### src/hw/drive_mode_params.svh
`ifndef DRIVE_MODE_PARAMS_SVH
`define DRIVE_MODE_PARAMS_SVH
// Object indices
`define IDX_HALT_SEL 16'h605d
`define IDX_FAULT_SEL 16'h605e
`define IDX_MODE_SEL 16'h6060
`define IDX_MODE_RB 16'h6061
`define IDX_HOME_OFS 16'h607c
`define IDX_METHOD 16'h6098
`define IDX_SPEEDS 16'h6099
`define IDX_RAMP 16'h609a
// Sub-indices of the speed pair
`define SUB_COUNT 8'h00
`define SUB_SWITCH 8'h01
`define SUB_ZERO 8'h02
`define SPEED_ENTRIES 32'h0000_0002
// Reset values
`define RST_HALT_SEL 16'h0000
`define RST_FAULT_SEL 16'h0000
`define RST_MODE 8'h01
`define RST_METHOD 8'h01
`define RST_HOME_OFS 32'h0000_0000
`define RST_SPEED_SWITCH 32'h0000_1388
`define RST_SPEED_ZERO 32'h0000_0064
`define RST_RAMP 32'h0001_86a0
// Command and status word bit positions
`define CW_HOME_START 4
`define CW_HALT 8
`define SW_TARGET 10
`define SW_ATTAINED 12
`define SW_HOME_ERR 13
// Mode encodings
`define MODE_PP 8'h01
`define MODE_PV 8'h03
`define MODE_PT 8'h04
`define MODE_HOME 8'h06
`define MODE_IP 8'h07
// Halt and fault selections
`define HALT_DECEL 16'h0001
`define HALT_URGENT 16'h0002
`define FAULT_COAST 16'h0000
// Homing error causes
`define HERR_NONE 16'h0000
`define HERR_LIMIT_IN_SEARCH 16'h0001
`define HERR_LIMIT_IN_ZERO 16'h0002
`endif

### src/hw/drive_mode_pkg.sv
`default_nettype none
package drive_mode_pkg;
   typedef enum logic [1:0] {
      STOP_NONE = 2'b00,
      STOP_DECEL = 2'b01,
      STOP_URGENT = 2'b10,
      STOP_COAST = 2'b11
   } stop_kind_t;

   typedef enum logic [2:0] {
      HOME_IDLE = 3'b000,
      HOME_SWITCH = 3'b001,
      HOME_ZERO = 3'b010,
      HOME_DONE = 3'b011,
      HOME_FAIL = 3'b100,
      HOME_HALT = 3'b101
   } home_state_t;

   typedef struct packed {
      logic write;
      logic read;
      logic [15:0] index;
      logic [7:0] sub;
      logic [31:0] data;
   } obj_req_t;

   typedef struct packed {
      logic ack;
      logic reject;
      logic [31:0] data;
   } obj_rsp_t;

   typedef struct packed {
      stop_kind_t stop;
      logic homingMove;
      logic dirNegative;
      logic [31:0] speed;
      logic [31:0] ramp;
   } motion_cmd_t;
endpackage : drive_mode_pkg
`default_nettype wire

### src/hw/drive_mode_and_homing_control.sv
// Function
// - Command word bit 8 high applies the stop behaviour chosen by the halt stop selection.
// - Halt selection 1 decelerates the motor normally to standstill.
// - Halt selection 2 stops the motor with urgent deceleration outside homing mode; in homing mode it decelerates normally.
// - A detected fault removes motor excitation so the motor coasts, the only fault reaction 0.
// - The control mode comes from the mode selection, codes 1,3,4,6,7, reset 1.
// - The mode in effect is reported read-only in the readback object with the same codes.
// - Once homing finds its reference the actual position is loaded with the home offset.
// - In homing mode with halt clear, bit 4 rising starts homing, high keeps it, falling aborts.
// - In homing mode halt stops the axis with the homing acceleration instead of homing.
// - In homing mode, status bit 10 shows home reached with halt clear, and zero velocity with halt set.
// - Status bit 12 is 0 until homing completes and 1 after successful completion.
// - Status bit 13 flags failed homing and a readable error code gives the cause.
// - The homing method object takes 1-14, 17-22, 23-30 and 33-35 and resets to 1.
// - Limit switches, reference switch and index pulse all serve as homing references.
// - The home offset is a signed 32-bit distance from the reference to position zero.
// - The speed pair holds switch-search speed (reset 5000) and zero-search speed (reset 100).
`include "drive_mode_params.svh"
`default_nettype none
module drive_mode_and_homing_control
   import drive_mode_pkg::*;
(
   input wire logic sys_clk,
   input wire logic sys_rst,
   input wire obj_req_t objReq,
   output obj_rsp_t objRsp,
   input wire logic [15:0] ctrlWord,
   input wire logic faultDetect,
   input wire logic velocityZero,
   input wire logic posLimit,
   input wire logic negLimit,
   input wire logic refSwitch,
   input wire logic indexPulse,
   output logic [15:0] statusBits,
   output logic [7:0] modeActive,
   output motion_cmd_t motionCmd,
   output logic posLoad,
   output logic signed [31:0] posLoadValue,
   output logic [15:0] homeErrCode
);
   logic [15:0] haltSel_reg;
   logic [15:0] faultSel_reg;
   logic [7:0] modeSel_reg;
   logic signed [31:0] homeOfs_reg;
   logic [7:0] method_reg;
   logic signed [31:0] speedSwitch_reg;
   logic signed [31:0] speedZero_reg;
   logic signed [31:0] ramp_reg;
   logic startPrev_reg;
   home_state_t homeState_reg;
   home_state_t homeState_next;
   logic [15:0] errCode_next;
   wire logic haltBit = ctrlWord[`CW_HALT];
   wire logic startBit = ctrlWord[`CW_HOME_START];
   wire logic inHoming = (modeActive == `MODE_HOME);
   wire logic startRise = startBit && !startPrev_reg;
   wire logic startFall = !startBit && startPrev_reg;
   wire logic homingBusy = (homeState_reg == HOME_SWITCH) || (homeState_reg == HOME_ZERO);
   function automatic logic modeValid(input logic [7:0] m);
      return (m == `MODE_PP) || (m == `MODE_PV) || (m == `MODE_PT) ||
             (m == `MODE_HOME) || (m == `MODE_IP);
   endfunction : modeValid
   function automatic logic methodValid(input logic [7:0] m);
      return ((m >= 8'h01) && (m <= 8'h0e)) || ((m >= 8'h11) && (m <= 8'h1e)) ||
             ((m >= 8'h21) && (m <= 8'h23));
   endfunction : methodValid
   function automatic logic methodNegative(input logic [7:0] m);
      return (m == 8'h01) || (m == 8'h03) || (m == 8'h05) || ((m >= 8'h0b) && (m <= 8'h0e)) ||
             (m == 8'h11) || (m == 8'h13) || (m == 8'h15) || ((m >= 8'h1b) && (m <= 8'h1e)) ||
             (m == 8'h21);
   endfunction : methodNegative
   // Reference switch for the switch-search phase of each method
   function automatic logic switchSeen(input logic [7:0] m, input logic pl, input logic nl,
                                       input logic rs);
      if (m == 8'h01 || m == 8'h11) begin
         return nl;
      end else if (m == 8'h02 || m == 8'h12) begin
         return pl;
      end else begin
         return rs;
      end
   endfunction : switchSeen
   wire logic limitMethod = (method_reg == 8'h01) || (method_reg == 8'h02) ||
                            (method_reg == 8'h11) || (method_reg == 8'h12);
   wire logic wrongLimit = limitMethod ?
                           (methodNegative(method_reg) ? posLimit : negLimit) :
                           (posLimit || negLimit);
   logic wrOk;
   always_comb begin
      wrOk = 1'b0;
      case (objReq.index)
         `IDX_HALT_SEL: wrOk = (objReq.data[15:0] == `HALT_DECEL) ||
                               (objReq.data[15:0] == `HALT_URGENT);
         `IDX_FAULT_SEL: wrOk = (objReq.data[15:0] == `FAULT_COAST);
         `IDX_MODE_SEL: wrOk = modeValid(objReq.data[7:0]);
         `IDX_HOME_OFS: wrOk = 1'b1;
         `IDX_METHOD: wrOk = methodValid(objReq.data[7:0]);
         `IDX_SPEEDS: wrOk = (objReq.sub == `SUB_SWITCH) || (objReq.sub == `SUB_ZERO);
         `IDX_RAMP: wrOk = 1'b1;
         default: wrOk = 1'b0;
      endcase
   end
   wire logic doWrite = objReq.write && wrOk;
   always_ff @(posedge sys_clk or posedge sys_rst) begin
      if (sys_rst) begin
         haltSel_reg <= `RST_HALT_SEL;
         faultSel_reg <= `RST_FAULT_SEL;
         modeSel_reg <= `RST_MODE;
         homeOfs_reg <= `RST_HOME_OFS;
         method_reg <= `RST_METHOD;
         speedSwitch_reg <= `RST_SPEED_SWITCH;
         speedZero_reg <= `RST_SPEED_ZERO;
         ramp_reg <= `RST_RAMP;
      end else if (doWrite) begin
         case (objReq.index)
            `IDX_HALT_SEL: haltSel_reg <= objReq.data[15:0];
            `IDX_FAULT_SEL: faultSel_reg <= objReq.data[15:0];
            `IDX_MODE_SEL: modeSel_reg <= objReq.data[7:0];
            `IDX_HOME_OFS: homeOfs_reg <= objReq.data;
            `IDX_METHOD: method_reg <= objReq.data[7:0];
            `IDX_SPEEDS: begin
               if (objReq.sub == `SUB_SWITCH) begin
                  speedSwitch_reg <= objReq.data;
               end else begin
                  speedZero_reg <= objReq.data;
               end
            end
            `IDX_RAMP: ramp_reg <= objReq.data;
            default: ;
         endcase
      end
   end
   // Read mux and write answers, one cycle after the request
   logic [31:0] rdData;
   always_comb begin
      rdData = 32'h0000_0000;
      case (objReq.index)
         `IDX_HALT_SEL: rdData = {16'h0000, haltSel_reg};
         `IDX_FAULT_SEL: rdData = {16'h0000, faultSel_reg};
         `IDX_MODE_SEL: rdData = {24'h00_0000, modeSel_reg};
         `IDX_MODE_RB: rdData = {24'h00_0000, modeActive};
         `IDX_HOME_OFS: rdData = homeOfs_reg;
         `IDX_METHOD: rdData = {24'h00_0000, method_reg};
         `IDX_SPEEDS: rdData = (objReq.sub == `SUB_SWITCH) ? speedSwitch_reg :
                               (objReq.sub == `SUB_ZERO) ? speedZero_reg : `SPEED_ENTRIES;
         `IDX_RAMP: rdData = ramp_reg;
         default: rdData = 32'h0000_0000;
      endcase
   end
   wire logic rdKnown = (objReq.index == `IDX_HALT_SEL) || (objReq.index == `IDX_FAULT_SEL) ||
                        (objReq.index == `IDX_MODE_SEL) || (objReq.index == `IDX_MODE_RB) ||
                        (objReq.index == `IDX_HOME_OFS) || (objReq.index == `IDX_METHOD) ||
                        (objReq.index == `IDX_SPEEDS) || (objReq.index == `IDX_RAMP);
   always_ff @(posedge sys_clk or posedge sys_rst) begin
      if (sys_rst) begin
         objRsp <= '0;
      end else begin
         objRsp.ack <= objReq.write || objReq.read;
         objRsp.reject <= (objReq.write && !wrOk) || (!objReq.write && objReq.read && !rdKnown);
         objRsp.data <= (objReq.read && !objReq.write) ? rdData : 32'h0000_0000;
      end
   end
   // Mode change waits until no homing run is moving the axis
   always_ff @(posedge sys_clk or posedge sys_rst) begin
      if (sys_rst) begin
         modeActive <= `RST_MODE;
      end else if (!homingBusy) begin
         modeActive <= modeSel_reg;
      end
   end

   always_ff @(posedge sys_clk or posedge sys_rst) begin
      if (sys_rst) begin
         startPrev_reg <= 1'b0;
      end else begin
         startPrev_reg <= startBit;
      end
   end
   always_comb begin
      homeState_next = homeState_reg;
      errCode_next = homeErrCode;
      case (homeState_reg)
         HOME_IDLE, HOME_DONE, HOME_FAIL, HOME_HALT: begin
            if (inHoming && startRise && !haltBit) begin
               errCode_next = `HERR_NONE;
               if (method_reg == 8'h23) begin
                  homeState_next = HOME_DONE;
               end else if (method_reg == 8'h21 || method_reg == 8'h22) begin
                  homeState_next = HOME_ZERO;
               end else begin
                  homeState_next = HOME_SWITCH;
               end
            end else if (startFall && homeState_reg == HOME_HALT) begin
               homeState_next = HOME_IDLE;
            end
         end
         HOME_SWITCH: begin
            if (haltBit) begin
               homeState_next = HOME_HALT;
            end else if (startFall || !inHoming) begin
               homeState_next = HOME_IDLE;
            end else if (switchSeen(method_reg, posLimit, negLimit, refSwitch)) begin
               homeState_next = (method_reg <= 8'h0e) ? HOME_ZERO : HOME_DONE;
            end else if (wrongLimit) begin
               homeState_next = HOME_FAIL;
               errCode_next = `HERR_LIMIT_IN_SEARCH;
            end
         end
         HOME_ZERO: begin
            if (haltBit) begin
               homeState_next = HOME_HALT;
            end else if (startFall || !inHoming) begin
               homeState_next = HOME_IDLE;
            end else if (indexPulse) begin
               homeState_next = HOME_DONE;
            end else if (!limitMethod && (posLimit || negLimit)) begin
               homeState_next = HOME_FAIL;
               errCode_next = `HERR_LIMIT_IN_ZERO;
            end
         end
         default: homeState_next = HOME_IDLE;
      endcase
   end

   always_ff @(posedge sys_clk or posedge sys_rst) begin
      if (sys_rst) begin
         homeState_reg <= HOME_IDLE;
         homeErrCode <= `HERR_NONE;
      end else begin
         homeState_reg <= homeState_next;
         homeErrCode <= errCode_next;
      end
   end
   // Load actual position with the offset on reference found
   always_ff @(posedge sys_clk or posedge sys_rst) begin
      if (sys_rst) begin
         posLoad <= 1'b0;
         posLoadValue <= `RST_HOME_OFS;
      end else begin
         posLoad <= (homeState_next == HOME_DONE) && (homeState_reg != HOME_DONE);
         posLoadValue <= homeOfs_reg;
      end
   end
   // Stop arbitration: fault outranks halt, halt outranks homing motion
   stop_kind_t stopNext;
   always_comb begin
      stopNext = STOP_NONE;
      if (faultDetect) begin
         stopNext = STOP_COAST;
      end else if (haltBit) begin
         // Halt selection; unset value 0 falls back to normal decel
         stopNext = (haltSel_reg == `HALT_URGENT && !inHoming) ? STOP_URGENT : STOP_DECEL;
      end
   end

   always_ff @(posedge sys_clk or posedge sys_rst) begin
      if (sys_rst) begin
         motionCmd <= '0;
      end else begin
         motionCmd.stop <= stopNext;
         motionCmd.homingMove <= (homeState_next == HOME_SWITCH) ||
                                 (homeState_next == HOME_ZERO);
         motionCmd.dirNegative <= methodNegative(method_reg);
         motionCmd.speed <= (homeState_next == HOME_ZERO) ? speedZero_reg : speedSwitch_reg;
         motionCmd.ramp <= ramp_reg;
      end
   end
   always_ff @(posedge sys_clk or posedge sys_rst) begin
      if (sys_rst) begin
         statusBits <= 16'h0000;
      end else begin
         statusBits <= 16'h0000;
         if (inHoming) begin
            statusBits[`SW_TARGET] <= haltBit ? velocityZero : (homeState_next == HOME_DONE);
         end
         statusBits[`SW_ATTAINED] <= (homeState_next == HOME_DONE);
         statusBits[`SW_HOME_ERR] <= (homeState_next == HOME_FAIL);
      end
   end
endmodule : drive_mode_and_homing_control
`default_nettype wire

### config.mk
export PLATFORM = sky130hd
export DESIGN_NAME = drive_mode_and_homing_control
export DESIGN_NICKNAME = d
export VERILOG_FILES = /design/src/hw/drive_mode_pkg.sv /design/src/hw/drive_mode_and_homing_control.sv
export VERILOG_INCLUDE_DIRS = /design/src /design/src/hw
export SDC_FILE = /design/constraint.sdc
export NUM_CORES = 1
export LEC_CHECK = 0
export BUFFER_PORTS_ARGS = -buffer_cell sky130_fd_sc_hd__buf_2
export CAP_MARGIN = 30
export CORE_MARGIN = 2
export CORE_UTILIZATION = 55
export DETAILED_ROUTE_END_ITERATION = 7
export PLACE_DENSITY = 0.8
export SYNTH_ARGS = -nofsm -noshare
export SYNTH_HDL_FRONTEND = slang
export SYNTH_SLANG_ARGS = --single-unit
### constraint.sdc
create_clock -name sys_clk -period 15.4 [get_ports sys_clk]
set_input_delay 3.85 -clock sys_clk [delete_from_list [all_inputs] [get_ports sys_clk]]
set_output_delay 3.85 -clock sys_clk [all_outputs]
set_load 0.005 [all_outputs]
==> results of run 1 <==
==> routing by layer <==
layer  vias up  global-route usage  routed length (um)
li1       3826                   -                   -
met1      4453               0.358               13200
met2       451               0.428               15900
met3        73              0.0411                2710
met4         0              0.0858                 890
met5         -                   0                   0
==> area by class of cell <==
type	count	area, sq um
Timing Repair Buffer	231	1240
Fill cell	1704	7930
Sequential cell	328	8230
Inverter	4	22.5
Antenna cell	2	5.00
Tap cell	319	399
Clock inverter	13	151
Clock buffer	44	905
Multi-Input combinational cell	554	4520
==> layout by cell type (no fill, tap or decap), types with 25 or more instances in the layout <==
cell type    n
nand2_1     35
a222oi_1    28
dfrtp_1    311
buf_2      215
clkbuf_16   31
a21oi_1     25
and2_1      38
conb_1      27
mux2_2     148
mux2_4      29
nor2_1      29
==> metrics by stage <==
step                cells  area (sq um)  power (uW)  utilization
detailed placement   1436         14400         933        0.616
global placement     1433         14300         932        0.613
finish               1495         15500        1700        0.661
floorplan             963         13200         914            -
global route         1494         15500        1750        0.661
CTS                  1493         15500        1710        0.661
==> report_power, final <==
group | switching (uW) | internal, uW | leakage [uW]
sequential | 3.38 | 865 | 0.00450
clock | 320 | 458 | 0.000516
combinational | 35.9 | 13.0 | 0.00300
total | 359 | 1340 | 0.00802
==> logic make-up after synthesis <==
kind of cell              count (synthesis)  share of synthesized area
and+or+nand+nor                         211                     0.0922
muxes                                   177                      0.161
buffers and inverters                    81                     0.0355
xor gates and xnor gates                  3                    0.00201
DFF                                     328                      0.630
AOI/OAI and AO/OA                       136                     0.0794
other                                     1                   0.000287
==> final timing paths <==
path	endpoint	slack (ps)	cells past startpoint
min in group asynchronous	homeErrCode[0]	3440	2
max	objRsp[10]	8730	8
min reg2reg	posLoadValue[8]	390	0
min	posLoadValue[8]	390	0
max in group asynchronous	motionCmd[11]	9570	4
max reg2reg	motionCmd[63]	11730	8
==> worst reg2reg max path: cells and delay by family, from the launching register on <==
family	cells	cell delay [ps]
AOI/OAI and AO/OA	3	600
DFF	1	430
muxes	1	440
and+or+nand+nor	3	1900
buffers and inverters	1	170
==> impl_metrics.yaml, run 1 <==
worst_setup_path:
  cp_cell_sequence: "buf_2, nor4_2, nand4b_1, nor2_1, nor3_1, and3_1, or3b_2, a31oi_1"
  critPathSlowestCell: "or3b_2"
  worstSetupEndpointType: "flop"
  cp.required_ps: 15850
  cp_top_family: "simple AND/OR/NAND/NOR gates"
  worst-setup-path-type: "in2reg"
  worst-path-max-fanout: 32
  slowest_delay_ps: 840
  worstPathArrival_ps: 7120
  reg2reg_from: "modeActive[5]"
  worst-path-buf-inv: 1
  cp-startpoint: "objReq[49]"
  startpoint_type: "input pin"
timing:
  clock-skew-final_ps: 12.7
  fmax_mhz: 150
  hold_violations: 0
  finalCritPeriodShare: 0.433
  grt_setup_unrepaired: "no"
  drv_slew: 0
  slew_headroom: 0.339
  fin_ws_ps: 8730
  setup_tns_ps: 0
  min_period_ps: 6670
  setup_viol: 0
  max_slew.worst_pin.slew_ps: 991
  hold_slack_ps: 390
route:
  drt-pass1-iter-count: 6
  routedWlPerCell_um: 21.9
  drt_iter0_markers: 742
  wl_mm: 32.7
  viasPerCell: 5.89
  ant_nets: 0
  drc: 0
  vias: 8803
synthesis:
  ys_ff_latch: 328
  synth_area_leaders: "dfrtp_1, mux2_2, dfstp_2"
  yosysSeqAreaShare: 0.630
  synth_edf_count: 0
  post-synth-top-count-cell: "dfrtp_1"
  synth_commonest_cells: "dfrtp_1, mux2_2, and2_1, nand2_1, clkbuf_1"
  syn_area_per_cell_sq_um: 13.9
  synth_area_leader_cell: "dfrtp_1"
  ys.flop_type: "dfrtp_1"
  async_flop_share: 1.00
  ys_types: 69
  synth_top_area_share: 0.596
  synthCells: 937
  yosysWarnings: 0
  syn-cell-area_sq_um: 13100
global_routing:
  gr-total-overflow: 0
  antenna_found_initial: 2
  grt_start_max_net_pins: 123
  first_global_vias: 8811
  grt_pass1_wl_mm: 49.5
  grt_util_all_layers: 0.260
run_status:
  status: "finished clean"
clock_tree:
  cts_resized: 0
  cts_buffers: 31
  root_buffer: "clkbuf_16"
  h-tree-depth: 1
  cts_tree: "built"
  cts_hold_buf: 0
  clkLatencyLatePin_ps: 560
  cts_buffer_depth: 3
  clkSinkCount: 328
  cts_setup_buffers: 0
  cts.clk_slew.worst_paths_ps: 70
placement:
  io_buffers: 215
  place_congestion: 0.902
  pre_cts_slack_ps: 8250
  dpl.hpwl_mm: 20.8
die:
  die_area_sq_um: 25000
  initial_core_util: 0.558
  coreArea_sq_um: 23400
  die_w_um: 158
  die_h_um: 158
  fp-row-count: 56
  io_pins: 257
min_path:
  hp-class: "reg2reg"
  hp-start: "homeOfs_reg[8]"
power:
  powerDensity_nw_per_um2: 110
  leakage_uw: 0.00802
  worst_ir_drop_vdd_mv: 0.0948
flow_run:
  cap_violations: 0
final_layout:
  top_regs: "motionCmd x68, objRsp x34"
  drive_gt1_frac: 0.427
  regMostFlops: "motionCmd"
  layout.nets: 1232
  area_delta_synth_final_pct: 18.4
  largest_reg_flops: 68
No activity file was read; power rests on OpenSTA's default activity.
==> run 2, diff against run 1 <==
--- a/config.mk
+++ b/config.mk
@@ -9,9 +9,9 @@
 export BUFFER_PORTS_ARGS = -buffer_cell sky130_fd_sc_hd__buf_2
 export CAP_MARGIN = 30
 export CORE_MARGIN = 2
-export CORE_UTILIZATION = 55
+export CORE_UTILIZATION = 50
 export DETAILED_ROUTE_END_ITERATION = 7
-export PLACE_DENSITY = 0.8
+export PLACE_DENSITY = 0.76
 export SYNTH_ARGS = -nofsm -noshare
 export SYNTH_HDL_FRONTEND = slang
 export SYNTH_SLANG_ARGS = --single-unit
==> constraint.sdc (replaced) <==
create_clock -name sys_clk -period 5.8 [get_ports sys_clk]
set_input_delay 1.45 -clock sys_clk [delete_from_list [all_inputs] [get_ports sys_clk]]
set_output_delay 1.45 -clock sys_clk [all_outputs]
set_load 0.005 [all_outputs]
==> impl_metrics.yaml, run 2 (synthesis results as in run 1) <==
run_status:
  status: "finished clean"
placement:
  pre_cts_slack_ps: 990
  place_congestion: 0.866
  dpl.hpwl_mm: 20.8
  dp.cells: 1454
  io_buffers: 215
timing:
  max_slew.worst_pin.slew_ps: 935
  hold_slack_ps: 391
  hold_violations: 0
  slew_headroom: 0.377
  clock-skew-final_ps: 16.3
  min_period_ps: 4300
  setup_viol: 0
  fin_ws_ps: 1500
  grt_setup_unrepaired: "no"
  finalCritPeriodShare: 0.741
  drv_slew: 0
  fmax_mhz: 233
power:
  worst_ir_drop_vdd_mv: 0.256
  powerDensity_nw_per_um2: 289
  leakage_uw: 0.00804
global_routing:
  antenna_found_initial: 4
  gr-total-overflow: 0
  grt_util_all_layers: 0.238
  grt_start_max_net_pins: 158
  grt_pass1_wl_mm: 51.1
  first_global_vias: 8881
worst_setup_path:
  rrSetupSlack_ps: 2120
  rr_worst_depth: 8
  cp_cell_sequence: "buf_2, nor4_2, nand4b_1, nor4_2, buf_4, a2111oi_0, nand3_1, nand3_1, and2_1"
  reg2reg_from: "modeActive[5]"
  worstReg2RegEnd: "motionCmd[33]"
  critPathSlowestCell: "nand3_1"
  worstPathArrival_ps: 4680
  cp.required_ps: 6180
  worst-path-max-fanout: 33
  worstSetupEndpointType: "flop"
  slowest_delay_ps: 540
  startpoint_type: "input pin"
  worst-setup-path-type: "in2reg"
clock_tree:
  cts_buffers: 35
  h-tree-depth: 2
  cts_setup_buffers: 0
  root_buffer: "clkbuf_16"
  cts_buffer_depth: 3
  cts.clk_slew.worst_paths_ps: 60
  cts_hold_buf: 0
  cts_resized: 0
  clkSinkCount: 328
  clkLatencyLatePin_ps: 500
  cts_tree: "built"
route:
  routedWlPerCell_um: 21.8
  drt-pass1-iter-count: 7
  drt_iter0_markers: 885
  drc: 0
  wl_mm: 33.2
  viasPerCell: 5.79
  vias: 8792
  ant_nets: 0
flow_run:
  cap_violations: 0
die:
  fp-row-count: 59
  initial_core_util: 0.506
  die_area_sq_um: 27400
  die_h_um: 166
  io_pins: 257
  die_w_um: 166
  coreArea_sq_um: 25800
final_layout:
  largest_reg_flops: 68
  fin_cells: 1519
  regMostFlops: "motionCmd"
  area_delta_synth_final_pct: 18.9
  final_cell_mix: "dfrtp_1, buf_2, mux2_2, and2_1"
  fillers: 2027
  layout.nets: 1239
  top_regs: "motionCmd x68, objRsp x34"
  drive_gt1_frac: 0.424
  mostFrequentLayoutCell: "dfrtp_1"
min_path:
  hold_end: "motionCmd[8]"
  hp-start: "ramp_reg[8]"
  hp-class: "reg2reg"
  min_delay_path_depth: 0
-- run 2: worst max-delay path: cells and delay by family --
| kind | cells | cell delay (ps) |
|---|---|---|
| compound gates | 1 | 170 |
| simple gates | 6 | 2440 |
| buf+inv | 2 | 600 |
-- run 2: worst max-delay path by stage --
stage	start	end	slack [ps]	cells past startpoint
floorplan	sys_rst	faultSel_reg[0]	-10	1
global placement	objReq[49]	faultSel_reg[13]	1050	9
detailed placement	objReq[49]	faultSel_reg[10]	990	9
CTS	objReq[49]	faultSel_reg[10]	1520	9
global route	objReq[49]	faultSel_reg[5]	1320	9
finish	objReq[49]	faultSel_reg[10]	1500	9
-- run 2: layout make-up --
type	instances	area, sq um	share of cell area
multi-input combinational	554	4520	0.291
inverter	4	18.8	0.00121
timing repair buffer	234	1290	0.0833
clock buffer	54	1020	0.0655
sequential	328	8230	0.530
tap	335	419	0.0270
antenna	4	10.0	0.000644
clock inverter	6	36.3	0.00233
-- run 2: stage by stage --
step / instance area [sq um] / utilization / TNS [ps] / total power, uW
2_1_floorplan: 13200 / - / -4610 / 2430
3_3_place_gp: 14400 / 0.558 / 0 / 2480
3_5_place_dp: 14500 / 0.560 / 0 / 2480
4_1_cts: 15500 / 0.600 / 0 / 4550
5_1_grt: 15500 / 0.601 / 0 / 4660
6_report: 15500 / 0.601 / 0 / 4500
-- run 2: report_power, final --
| part | internal (uW) | switching, uW | leakage [uW] |
|---|---|---|---|
| sequential | 2300 | 8.34 | 0.00450 |
| clock | 1200 | 855 | 0.000516 |
| combinational | 36.3 | 94.6 | 0.00302 |
| total | 3540 | 958 | 0.00804 |
-- run 2: per-layer routing --
metal / share of wire / up-vias / track usage
met3: 0.075 / 87 / 0.0490
met2: 0.46 / 408 / 0.367
li1: - / 3840 / -
met1: 0.42 / 4457 / 0.333
met5: 0 / - / 0
met4: 0.037 / 0 / 0.0975
